[config.mk]
export PLATFORM = sky130hd
export DESIGN_NAME = smr_slave
export DESIGN_NICKNAME = d
export VERILOG_FILES = /design/src/smr_pkg.sv /design/src/smr_sync.sv /design/src/smr_slave.sv
export SDC_FILE = /design/constraint.sdc
export NUM_CORES = 2
export LEC_CHECK = 0
export ABC_AREA = 1
export BUFFER_PORTS_ARGS = -buffer_cell sky130_fd_sc_hd__buf_2
export CAP_MARGIN = 20
export CELL_PAD_IN_SITES_DETAIL_PLACEMENT = 1
export CELL_PAD_IN_SITES_GLOBAL_PLACEMENT = 1
export CORE_ASPECT_RATIO = 1.4
export CORE_MARGIN = 5
export CORE_UTILIZATION = 55
export DETAILED_ROUTE_END_ITERATION = 16
export PLACE_DENSITY = 0.8
export SLEW_MARGIN = 0
export SYNTH_ARGS = -nofsm -noshare
export SYNTH_HDL_FRONTEND = slang
export SYNTH_HIERARCHICAL = 1
export SYNTH_SLANG_ARGS = --single-unit
[constraint.sdc]
create_clock -name clk_i -period 36.4 [get_ports clk_i]
set_input_delay 3.64 -clock clk_i [delete_from_list [all_inputs] [get_ports clk_i]]
set_output_delay 3.64 -clock clk_i [all_outputs]
set_load 0.01 [all_outputs]
[src/smr_pkg.sv]
package smr_pkg;
   // Slave addresses
   localparam logic [6:0] ADDR_FIXED = 7'h2e;
   localparam logic [6:0] ADDR_SEL_LO = 7'h2c;
   localparam logic [6:0] ADDR_SEL_HI = 7'h2d;
   // Bits per byte before the acknowledge slot
   localparam logic [3:0] BITS_PER_BYTE = 4'h8;
   localparam logic [7:0] PTR_RESET = 8'h00;
   localparam logic [7:0] DATA_RESET = 8'h00;
   localparam int REG_COUNT = 256;

   typedef enum logic [2:0] {
      SM_IDLE,
      SM_ADDR,
      SM_WR,
      SM_RD,
      SM_SKIP
   } smr_state_t;

   // Register-file write request
   typedef struct packed {
      logic       we;
      logic [7:0] addr;
      logic [7:0] data;
   } smr_wr_t;
endpackage

[src/smr_sync.sv]
`timescale 1ns/1ps
// Two-flop synchroniser; the first flop feeds only the second
module smr_sync (
   // Clock and reset
   input wire logic clk_i,
   input wire logic rst_i,
   // Data
   input wire logic d_i,
   output logic q_o
);
   logic meta_r;
   logic sync_r;

   // Reset to released-bus level
   always_ff @(posedge clk_i or posedge rst_i) begin
      if (rst_i) begin
         meta_r <= 1'b1;
         sync_r <= 1'b1;
      end else begin
         meta_r <= d_i;
         sync_r <= meta_r;
      end
   end

   assign q_o = sync_r;
endmodule // smr_sync

[src/smr_slave.sv]
`timescale 1ns/1ps
// Summary of operation
// - Fixed variant answers address 0101110 only
// - Straps sampled once after power-up reset
// - Select mode: input low 2C, high 2D
// - Address latched at eighth rising clock edge
// - Nine clocks per byte, MSB first
// - Data changes only while clock low
// - Direction fixed until next start
// - Writes one or two bytes; reads one
// - First written byte loads address pointer
// - Second written byte goes to register
// - Pointer-only write leaves data untouched
// - Read returns register at current pointer
// - Read: address with bit 1, one byte
// - Send, receive and read byte supported
// - Repeated start begins fresh operation
module smr_slave (
   // Clock and reset
   input wire logic clk_i,
   input wire logic rst_i,
   // Variant and straps
   input wire logic addr_fixed_i,
   input wire logic addr_mode_strap_i,
   input wire logic addr_sel_i,
   // Serial bus pins
   input wire logic scl_i,
   input wire logic sda_i,
   output logic sda_o,
   output logic sda_oe_o,
   // Register view
   output logic [7:0] pointer_o,
   output logic [6:0] slave_addr_o,
   output logic addr_locked_o
);
   logic scl_s;
   logic sda_s;
   logic scl_d_r;
   logic sda_d_r;
   smr_pkg::smr_state_t st_r, st_nxt;
   logic [3:0] bit_r, bit_nxt;
   logic [7:0] sh_r, sh_nxt;
   logic [1:0] wcnt_r, wcnt_nxt;
   logic [7:0] ptr_r, ptr_nxt;
   logic drv_r, drv_nxt;
   logic [6:0] addr_r, addr_nxt;
   logic lock_r, lock_nxt;
   logic strap_done_r, strap_done_nxt;
   logic [1:0] settle_r, settle_nxt;
   logic fixed_s, strap_s, sel_s;
   logic [6:0] sel_r, sel_nxt;
   logic rnw_r, rnw_nxt;
   smr_pkg::smr_wr_t wr;
   logic [7:0] regs_r [smr_pkg::REG_COUNT];
   logic scl_rise, scl_fall, start_c, stop_c;
   logic [7:0] byte_in;

   // Pins cross into the device clock domain
   smr_sync u_scl (.clk_i(clk_i), .rst_i(rst_i), .d_i(scl_i), .q_o(scl_s));
   smr_sync u_sda (.clk_i(clk_i), .rst_i(rst_i), .d_i(sda_i), .q_o(sda_s));
   // Straps are pins too; a raw read could catch a level mid-change
   smr_sync u_fixed (.clk_i(clk_i), .rst_i(rst_i), .d_i(addr_fixed_i), .q_o(fixed_s));
   smr_sync u_strap (.clk_i(clk_i), .rst_i(rst_i), .d_i(addr_mode_strap_i), .q_o(strap_s));
   smr_sync u_sel (.clk_i(clk_i), .rst_i(rst_i), .d_i(addr_sel_i), .q_o(sel_s));

   // Edge history of the synchronised pins
   always_ff @(posedge clk_i or posedge rst_i) begin
      if (rst_i) begin
         scl_d_r <= 1'b1;
         sda_d_r <= 1'b1;
      end else begin
         scl_d_r <= scl_s;
         sda_d_r <= sda_s;
      end
   end

   // Bus events; a data edge while clock high frames the operation
   assign scl_rise = scl_s & ~scl_d_r;
   assign scl_fall = ~scl_s & scl_d_r;
   assign start_c = scl_s & scl_d_r & sda_d_r & ~sda_s;
   assign stop_c = scl_s & scl_d_r & ~sda_d_r & sda_s;
   assign byte_in = {sh_r[6:0], sda_s};

   // Address selection and bit engine
   always_comb begin
      st_nxt = st_r;
      bit_nxt = bit_r;
      sh_nxt = sh_r;
      wcnt_nxt = wcnt_r;
      ptr_nxt = ptr_r;
      drv_nxt = drv_r;
      addr_nxt = addr_r;
      lock_nxt = lock_r;
      strap_done_nxt = strap_done_r | settle_r[1];
      settle_nxt = {settle_r[0], 1'b1};
      sel_nxt = sel_r;
      rnw_nxt = rnw_r;
      wr = '0;
      // Straps caught once, after the synchronisers have filled from reset
      if (!strap_done_r && settle_r[1]) begin
         if (fixed_s || strap_s) begin
            sel_nxt = smr_pkg::ADDR_FIXED;
         end else if (sel_s) begin
            sel_nxt = smr_pkg::ADDR_SEL_HI;
         end else begin
            sel_nxt = smr_pkg::ADDR_SEL_LO;
         end
         addr_nxt = sel_nxt;
      end
      if (start_c) begin
         // Fresh address byte after start or repeated start
         st_nxt = smr_pkg::SM_ADDR;
         bit_nxt = '0;
         drv_nxt = 1'b0;
         wcnt_nxt = '0;
      end else if (stop_c) begin
         st_nxt = smr_pkg::SM_IDLE;
         drv_nxt = 1'b0;
      end else if (st_r != smr_pkg::SM_IDLE && st_r != smr_pkg::SM_SKIP) begin
         if (scl_rise && bit_r < smr_pkg::BITS_PER_BYTE) begin
            sh_nxt = byte_in;
            // Eighth rising edge carries the direction bit
            if (st_r == smr_pkg::SM_ADDR && bit_r == smr_pkg::BITS_PER_BYTE - 4'h1 && !lock_r
                && sh_r[6:0] == addr_r) begin
               lock_nxt = 1'b1;
            end
         end
         if (scl_rise) begin
            bit_nxt = bit_r + 4'h1;
         end
         if (scl_fall) begin
            if (bit_r == smr_pkg::BITS_PER_BYTE) begin
               // Acknowledge slot driven while clock low
               drv_nxt = 1'b0;
               case (st_r)
                  smr_pkg::SM_ADDR: begin
                     if (sh_r[7:1] == addr_r) begin
                        drv_nxt = 1'b1;
                        rnw_nxt = sh_r[0];
                     end else begin
                        st_nxt = smr_pkg::SM_SKIP;
                     end
                  end
                  smr_pkg::SM_WR: begin
                     drv_nxt = (wcnt_r < 2'h2);
                     if (wcnt_r == 2'h0) begin
                        ptr_nxt = sh_r;
                     end else if (wcnt_r == 2'h1) begin
                        wr = '{we: 1'b1, addr: ptr_r, data: sh_r};
                     end
                     if (wcnt_r != 2'h3) begin
                        wcnt_nxt = wcnt_r + 2'h1;
                     end
                  end
                  default: begin
                  end
               endcase
            end else if (bit_r == smr_pkg::BITS_PER_BYTE + 4'h1) begin
               // Ack clock finished: pick next byte phase
               bit_nxt = '0;
               drv_nxt = 1'b0;
               if (st_r == smr_pkg::SM_ADDR) begin
                  if (rnw_r) begin
                     st_nxt = smr_pkg::SM_RD;
                     sh_nxt = regs_r[ptr_r];
                     drv_nxt = ~regs_r[ptr_r][7];
                  end else begin
                     st_nxt = smr_pkg::SM_WR;
                  end
               end else if (st_r == smr_pkg::SM_RD) begin
                  st_nxt = smr_pkg::SM_SKIP;
               end
            end else if (st_r == smr_pkg::SM_RD) begin
               // Next read bit, MSB first, low drive only
               drv_nxt = ~sh_r[7];
            end
         end
      end
   end

   // Pointer-only writes never raise the write strobe
   always_ff @(posedge clk_i) begin
      if (wr.we) begin
         regs_r[wr.addr] <= wr.data;
      end
   end

   // Engine state
   always_ff @(posedge clk_i or posedge rst_i) begin
      if (rst_i) begin
         st_r <= smr_pkg::SM_IDLE;
         bit_r <= '0;
         sh_r <= smr_pkg::DATA_RESET;
         wcnt_r <= '0;
         ptr_r <= smr_pkg::PTR_RESET;
         drv_r <= 1'b0;
         addr_r <= smr_pkg::ADDR_FIXED;
         lock_r <= 1'b0;
         strap_done_r <= 1'b0;
         settle_r <= '0;
         sel_r <= smr_pkg::ADDR_FIXED;
         rnw_r <= 1'b0;
      end else begin
         st_r <= st_nxt;
         bit_r <= bit_nxt;
         sh_r <= sh_nxt;
         wcnt_r <= wcnt_nxt;
         ptr_r <= ptr_nxt;
         drv_r <= drv_nxt;
         addr_r <= addr_nxt;
         lock_r <= lock_nxt;
         strap_done_r <= strap_done_nxt;
         settle_r <= settle_nxt;
         sel_r <= sel_nxt;
         rnw_r <= rnw_nxt;
      end
   end

   // Open drain: only ever pull low
   assign sda_o = 1'b0;
   assign sda_oe_o = drv_r;
   assign pointer_o = ptr_r;
   assign slave_addr_o = addr_r;
   assign addr_locked_o = lock_r;

   property p_addr_stable;
      @(posedge clk_i) disable iff (rst_i) strap_done_r |=> $stable(addr_r);
   endproperty
   a_addr_stable: assert property (p_addr_stable) else $error("address changed after strap");

   property p_fixed_addr;
      @(posedge clk_i) disable iff (rst_i)
         (!strap_done_r && settle_r[1] && fixed_s) |=> addr_r == smr_pkg::ADDR_FIXED;
   endproperty
   a_fixed_addr: assert property (p_fixed_addr) else $error("fixed variant wrong address");

   property p_lock_sticky;
      @(posedge clk_i) disable iff (rst_i) lock_r |=> lock_r;
   endproperty
   a_lock_sticky: assert property (p_lock_sticky) else $error("address lock dropped");

   property p_drive_clock_low;
      @(posedge clk_i) disable iff (rst_i) (scl_s && scl_d_r && !start_c && !stop_c) |=> $stable(drv_r);
   endproperty
   a_drive_clock_low: assert property (p_drive_clock_low) else $error("data changed while clock high");

   property p_ack_write;
      @(posedge clk_i) disable iff (rst_i)
         (st_r == smr_pkg::SM_WR && scl_fall && bit_r == 4'h8 && wcnt_r < 2'h2 && !start_c && !stop_c) |=> drv_r;
   endproperty
   a_ack_write: assert property (p_ack_write) else $error("write byte not acknowledged");

   property p_pointer_load;
      @(posedge clk_i) disable iff (rst_i)
         (st_r == smr_pkg::SM_WR && scl_fall && bit_r == 4'h8 && wcnt_r == 2'h0 && !start_c && !stop_c)
         |=> ptr_r == $past(sh_r);
   endproperty
   a_pointer_load: assert property (p_pointer_load) else $error("pointer not loaded");

   property p_ptr_hold;
      @(posedge clk_i) disable iff (rst_i) (st_r != smr_pkg::SM_WR) |=> $stable(ptr_r);
   endproperty
   a_ptr_hold: assert property (p_ptr_hold) else $error("pointer changed outside write");

   property p_start_fresh;
      @(posedge clk_i) disable iff (rst_i) start_c |=> (st_r == smr_pkg::SM_ADDR && bit_r == 4'h0 && !drv_r);
   endproperty
   a_start_fresh: assert property (p_start_fresh) else $error("start not fresh");

   property p_no_ack_mismatch;
      @(posedge clk_i) disable iff (rst_i) (st_r == smr_pkg::SM_SKIP) |-> !drv_r;
   endproperty
   a_no_ack_mismatch: assert property (p_no_ack_mismatch) else $error("drove bus when unaddressed");
endmodule // smr_slave

=== Word-level counts from Yosys, hierarchy flattened ===
Memory sizes are Yosys's and may differ from the RTL's.
Cells that the tools add are included.

* Memory bits (read-only): 0
* Word-level logic and storage cells: 141
* Output and inout port bits: 18
* RAM bits: 2048
* Input bits: 7
* Memories: 1
* Latch bits: 0
* Register bits after elaboration: 50

{| class="wikitable"
|+ Memories
! memory !! words !! width !! rd ports !! clocked after memory_dff !! write ports !! RTL line !! RTL
|-
| regs_r || 256 || 8 || 1 || 0 || 1 || smr_slave.sv:54 || <nowiki>logic [7:0] regs_r [smr_pkg::REG_COUNT];</nowiki>
|}

* Mux-type cells: 54
* Multiply operators: 0
* Bitwise operators: 16
* Div/mod/pow operators: 0
* Add/subtract/negate cells: 2
* Reductions and logical operators: 28
* Eq/ne operators: 15
* $lt $le $gt $ge: 2
* Shift-type cells: 0

{| class="wikitable"
|+ Operators with widths
! kind !! count
|-
| two-way mux 17 bit || 8
|-
| two-way mux 8 bit || 6
|-
| two-way mux 3 bit || 10
|-
| two-way mux 4 bit || 7
|-
| two-way mux 2 bit || 8
|-
| equality test 7 bit || 2
|-
| two-way mux 1 bit || 14
|-
| AND reduction 7 bit || 2
|-
| AND reduction 6 bit || 2
|-
| nonzero test 2 bit || 5
|-
| nonzero test 3 bit || 3
|-
| equality test 4 bit (second input constant) || 2
|-
| != test 4 bit (second input constant) || 2
|-
| NOT 1 bit || 8
|-
| bitwise AND 1 bit || 7
|-
| equality test 3 x 2 -> 1 bit (second input constant) || 2
|-
| logical AND 1 bit || 6
|-
| AND reduction 3 bit || 2
|-
| != test 5 x 4 -> 1 bit (second input constant) || 1
|-
| AND reduction 5 bit || 1
|-
| nonzero test 5 bit || 1
|-
| adder 4 x 1 -> 4 bit (second input constant) || 1
|-
| equality test 4 x 3 -> 1 bit (second input constant) || 1
|-
| < comparator 4 bit (second input constant) || 1
|-
| other kinds (13) || 15
|}

=== Depth between registers and ports, before layout ===
* Depth after elaboration: 11
* Mapped depth: 17
* Depth with buffers taken out: 14

=== By module ===
The synthesis kept the hierarchy.

{| class="wikitable"
|+ By module, submodules not included
! module !! area each (um^2) !! sequential area each (um^2) !! cells each !! instances
|-
| smr_slave || 84482.3 || 62378.6 || 7150 || 1
|-
| smr_sync || 56.3 || 52.6 || 3 || 5
|}

=== Worst setup path before layout ===
Ideal clock, no wire load.

* Kind: register to register
* Start: register bit_r[0]
* End: memory regs_r[0][0], data pin
* Arrival: 11.077 ns
* Data required time: 34.304 ns
* Clock period less this slack: 13.173 ns
* Path slack: 23.227 ns
* Setup time: 2.096 ns
* Buffers on the path: 1
* Cell stages (with the launch flop): 10
* Path through: dfrtp_1 inv_1 ha_1 inv_1 nor3_4 inv_2 nor3_4 nand3_2 buf_2 nor3_1

{| class="wikitable"
|+ RTL lines
! what !! RTL line !! RTL
|-
| start, declared || smr_slave.sv:41 || <nowiki>logic [3:0] bit_r, bit_nxt;</nowiki>
|-
| start signal, assigned || smr_slave.sv:205 || <nowiki>bit_r <= bit_nxt;</nowiki>
|-
| end, declared || smr_slave.sv:54 ||
|}

=== Worst setup path after layout ===
* Start: register ptr_r[3] (netlist: pointer_o[3])
* End: output pointer_o[3]

{| class="wikitable"
|+ RTL lines
! what !! RTL line !! RTL
|-
| start, declared || smr_slave.sv:44 || <nowiki>logic [7:0] ptr_r, ptr_nxt;</nowiki>
|-
| start signal, assigned || smr_slave.sv:195 || <nowiki>ptr_r <= smr_pkg::PTR_RESET;</nowiki>
|-
| start signal, assigned || smr_slave.sv:208 || <nowiki>ptr_r <= ptr_nxt;</nowiki>
|-
| end, declared || smr_slave.sv:32 || <nowiki>output logic [7:0] pointer_o,</nowiki>
|}

No word-level cell between the ends.

==> impl_metrics.ini <==
[drt]
drcViolationCount = 0
drtPass1Iterations = 5
drt_iter0_drc = 6444
totalWireLength_um = 267400
avgViaCountPerCell = 6.407
wire_per_inst_um = 29.02
final_antenna_net_count = 0
dr_total_vias = 59030

[worst_hold_path]
hold_depth = 0
hp-start = settle_r[0]
min_path_type = reg2reg
min_to = settle_r[1]

[sta]
min_period_ns = 6.152
fmax_mhz = 162.5
post-route-period-util_pct = 16.90
setup_violations = 0
relSlewSlack_pct = 14.58
rsz0062_at_grt = false
worstMarginPinSlew_ns = 1.281
setup_tns_ns = 0
hold_viol = 0
drv_slew = 0
clock_skew_ns = 0.02721

[critical_path]
r2r_cells = 16
cp.required_ns = 32.76
crit_arrival_ns = 2.51
cp_max_fo = 37
critical_path_class = reg2out
path_buf_inv = 2
reg2reg_to = sh_r[2]
rrSetupSlack_ns = 30.82
end_kind = output pin
crit_family = flip-flops
max_stage_delay_ns = 0.84
startpoint_type = register
cpMaxStageDelayCell = dfrtp_4
rr_startpoint = pointer_o[0]
cp_cell_sequence = buf_4 > buf_2

[run_status]
status = finished, final reports clean

[logic_synthesis]
syn_area_mm2 = 0.08476
yosysUniqueCellTypes = 32
seq_area_frac_synth_pct = 73.90
avgSynthCellArea_um2 = 11.83
yosys_warnings = 6
netlist_instances = 7165
ys_ff_latch = 2093

[grt]
antenna_found_initial = 9
grt_max_degree = 219
grt_overflow = 0
track_usage_pct = 32.55
grt_pass1_vias = 61820
grt_pass1_wl_um = 393200

[clocking]
cts_setup_buffers = 0
cts_hold_buf = 0
cts_resized = 0
clk_latency_ns = 0.87
clockBufferDepth = 3
cts_buffers = 193
h-tree-depth = 4
clk_pin_slew_ns = 0.07
numClockSinks = 2093
cts-root-buf = clkbuf_16
cts_tree = done

[final_layout]
nNetsFinal = 6990
post-route-util_pct = 60.33
drive_above_1_share_pct = 6.201
layout_commonest_cell = edfxtp_1
layout_common_cells = 2,048 x edfxtp_1, 1,922 x nand2_1, 1,862 x nand3_1
area_delta_synth_final_pct = 9.153

[die]
die_y_um = 474.5
coreArea_mm2 = 0.1534
dieWidth_um = 341.8
ios = 25
die-area_mm2 = 0.1622
start_util_pct = 55.27
row_count = 170

[placed_design]
port_buffers = 18
gp_congestion = 0.9247
dpl.hpwl_um = 152100

[run]
cap_violations = 0

[power_and_ir_drop]
ir_worst_vdd_v = 0.00004054
leakage_nw = 30.40
p_per_area_mw_per_mm2 = 50.41
total_power_mw = 4.664
final cells by class:
class	instances	area [um2]
multi-input combinational	4494	19900
inverter	88	355.3
sequential	2093	62660
tap	2064	2582
clock buffer	235	5081
fill	15210	60840
timing repair buffer	107	903.4
clock inverter	127	1022
antenna	5	12.51
logic make-up after synthesis:
kind of cell | share of synthesized area (%)
AND/OR/NAND/NOR | 21.51
flip-flops | 73.90
buffers and inverters | 2.737
AO/OA/AOI/OAI | 1.723
adder cells (fa/ha/maj) | 0.08856
XOR/XNOR | 0.03100
other | 0.008860
Yosys cell counts, drive strengths merged:
cell type / number / share of area (%)
edfxtp: 2048 / 73
nand2: 1937 / 8.6
nand3: 1864 / 11
nor2: 377 / 1.7
clkbuf: 336 / 1.5
o21ai: 161 / 0.95
buf: 159 / 0.86
inv: 85 / 0.38
o22ai: 51 / 0.38
a21oi: 49 / 0.29
dfrtp: 32 / 0.94
nor3: 16 / 0.12
dfstp: 13 / 0.40
nor4: 7 / 0.10
ha: 6 / 0.089
o211ai: 6 / 0.053
clkinv: 3 / 0.013
nand4: 3 / 0.022
xor2: 3 / 0.031
a31oi: 2 / 0.015
conb: 2 / 0.0089
o31ai: 2 / 0.018
o2111ai: 1 / 0.010
o41ai: 1 / 0.010
or2: 1 / 0.0074
worst max-delay path by stage:
stage | depth (start not counted) | slack, ns | start | to
floorplan | 9 | 23.23 | bit_r[0] | regs_r[0][0]
CTS | 2 | 30.23 | pointer_o[3] | pointer_o[3]
finish | 2 | 30.25 | pointer_o[3] | pointer_o[3]
global placement | 17 | 31.10 | pointer_o[0] | sda_oe_o
detailed placement | 17 | 31.00 | pointer_o[0] | sda_oe_o
global route | 2 | 30.21 | pointer_o[3] | pointer_o[3]
stage by stage:
| step | cell area, um2 | hold WS [ns] | instances | setup slack (ns) |
|---|---|---|---|---|
| 6_report | 92520 | 0.3517 | 9213 | 30.25 |
| 5_1_grt | 92510 | 0.3614 | 9209 | 30.21 |
| 4_1_cts | 92510 | 0.3552 | 9208 | 30.23 |
| 3_5_place_dp | 86410 | 0.3434 | 8846 | 31.00 |
| 3_3_place_gp | 86380 | 0.3336 | 8845 | 31.10 |
| 2_1_floorplan | 84780 | 0.3312 | 7170 | 23.23 |
worst register-to-register path: cells and delay by family, from the launching register on:
family                 cells  cell delay (ns)
flip-flops                 1             0.67
buffers and inverters      4             3.18
AND/OR/NAND/NOR           12             1.64
registers in the layout, summed over array words and instances (netlist names), 2 cells and up:
signal,count
st_r,3
slave_addr_o,2
bit_r,4
settle_r,2
regs_r,2048
sh_r,8
pointer_o,8
wcnt_r,2
metal layers:
layer | global-route usage, % | up-vias | part of all wire (%)
li1 | - | 25130 | -
met1 | 38.63 | 30200 | 35
met2 | 55.77 | 2893 | 50
met3 | 5.064 | 804 | 7.3
met4 | 20.54 | 6 | 7.2
met5 | 0 | - | 0.013
where the power goes:
part	total [mW]	switching, mW	internal [mW]
Clock	2.00	0.908	1.09
Combinational	0.0431	0.0317	0.0114
Sequential	2.63	0.0138	2.61
Total	4.66	0.954	3.71
(Power assumes the default switching activity.)
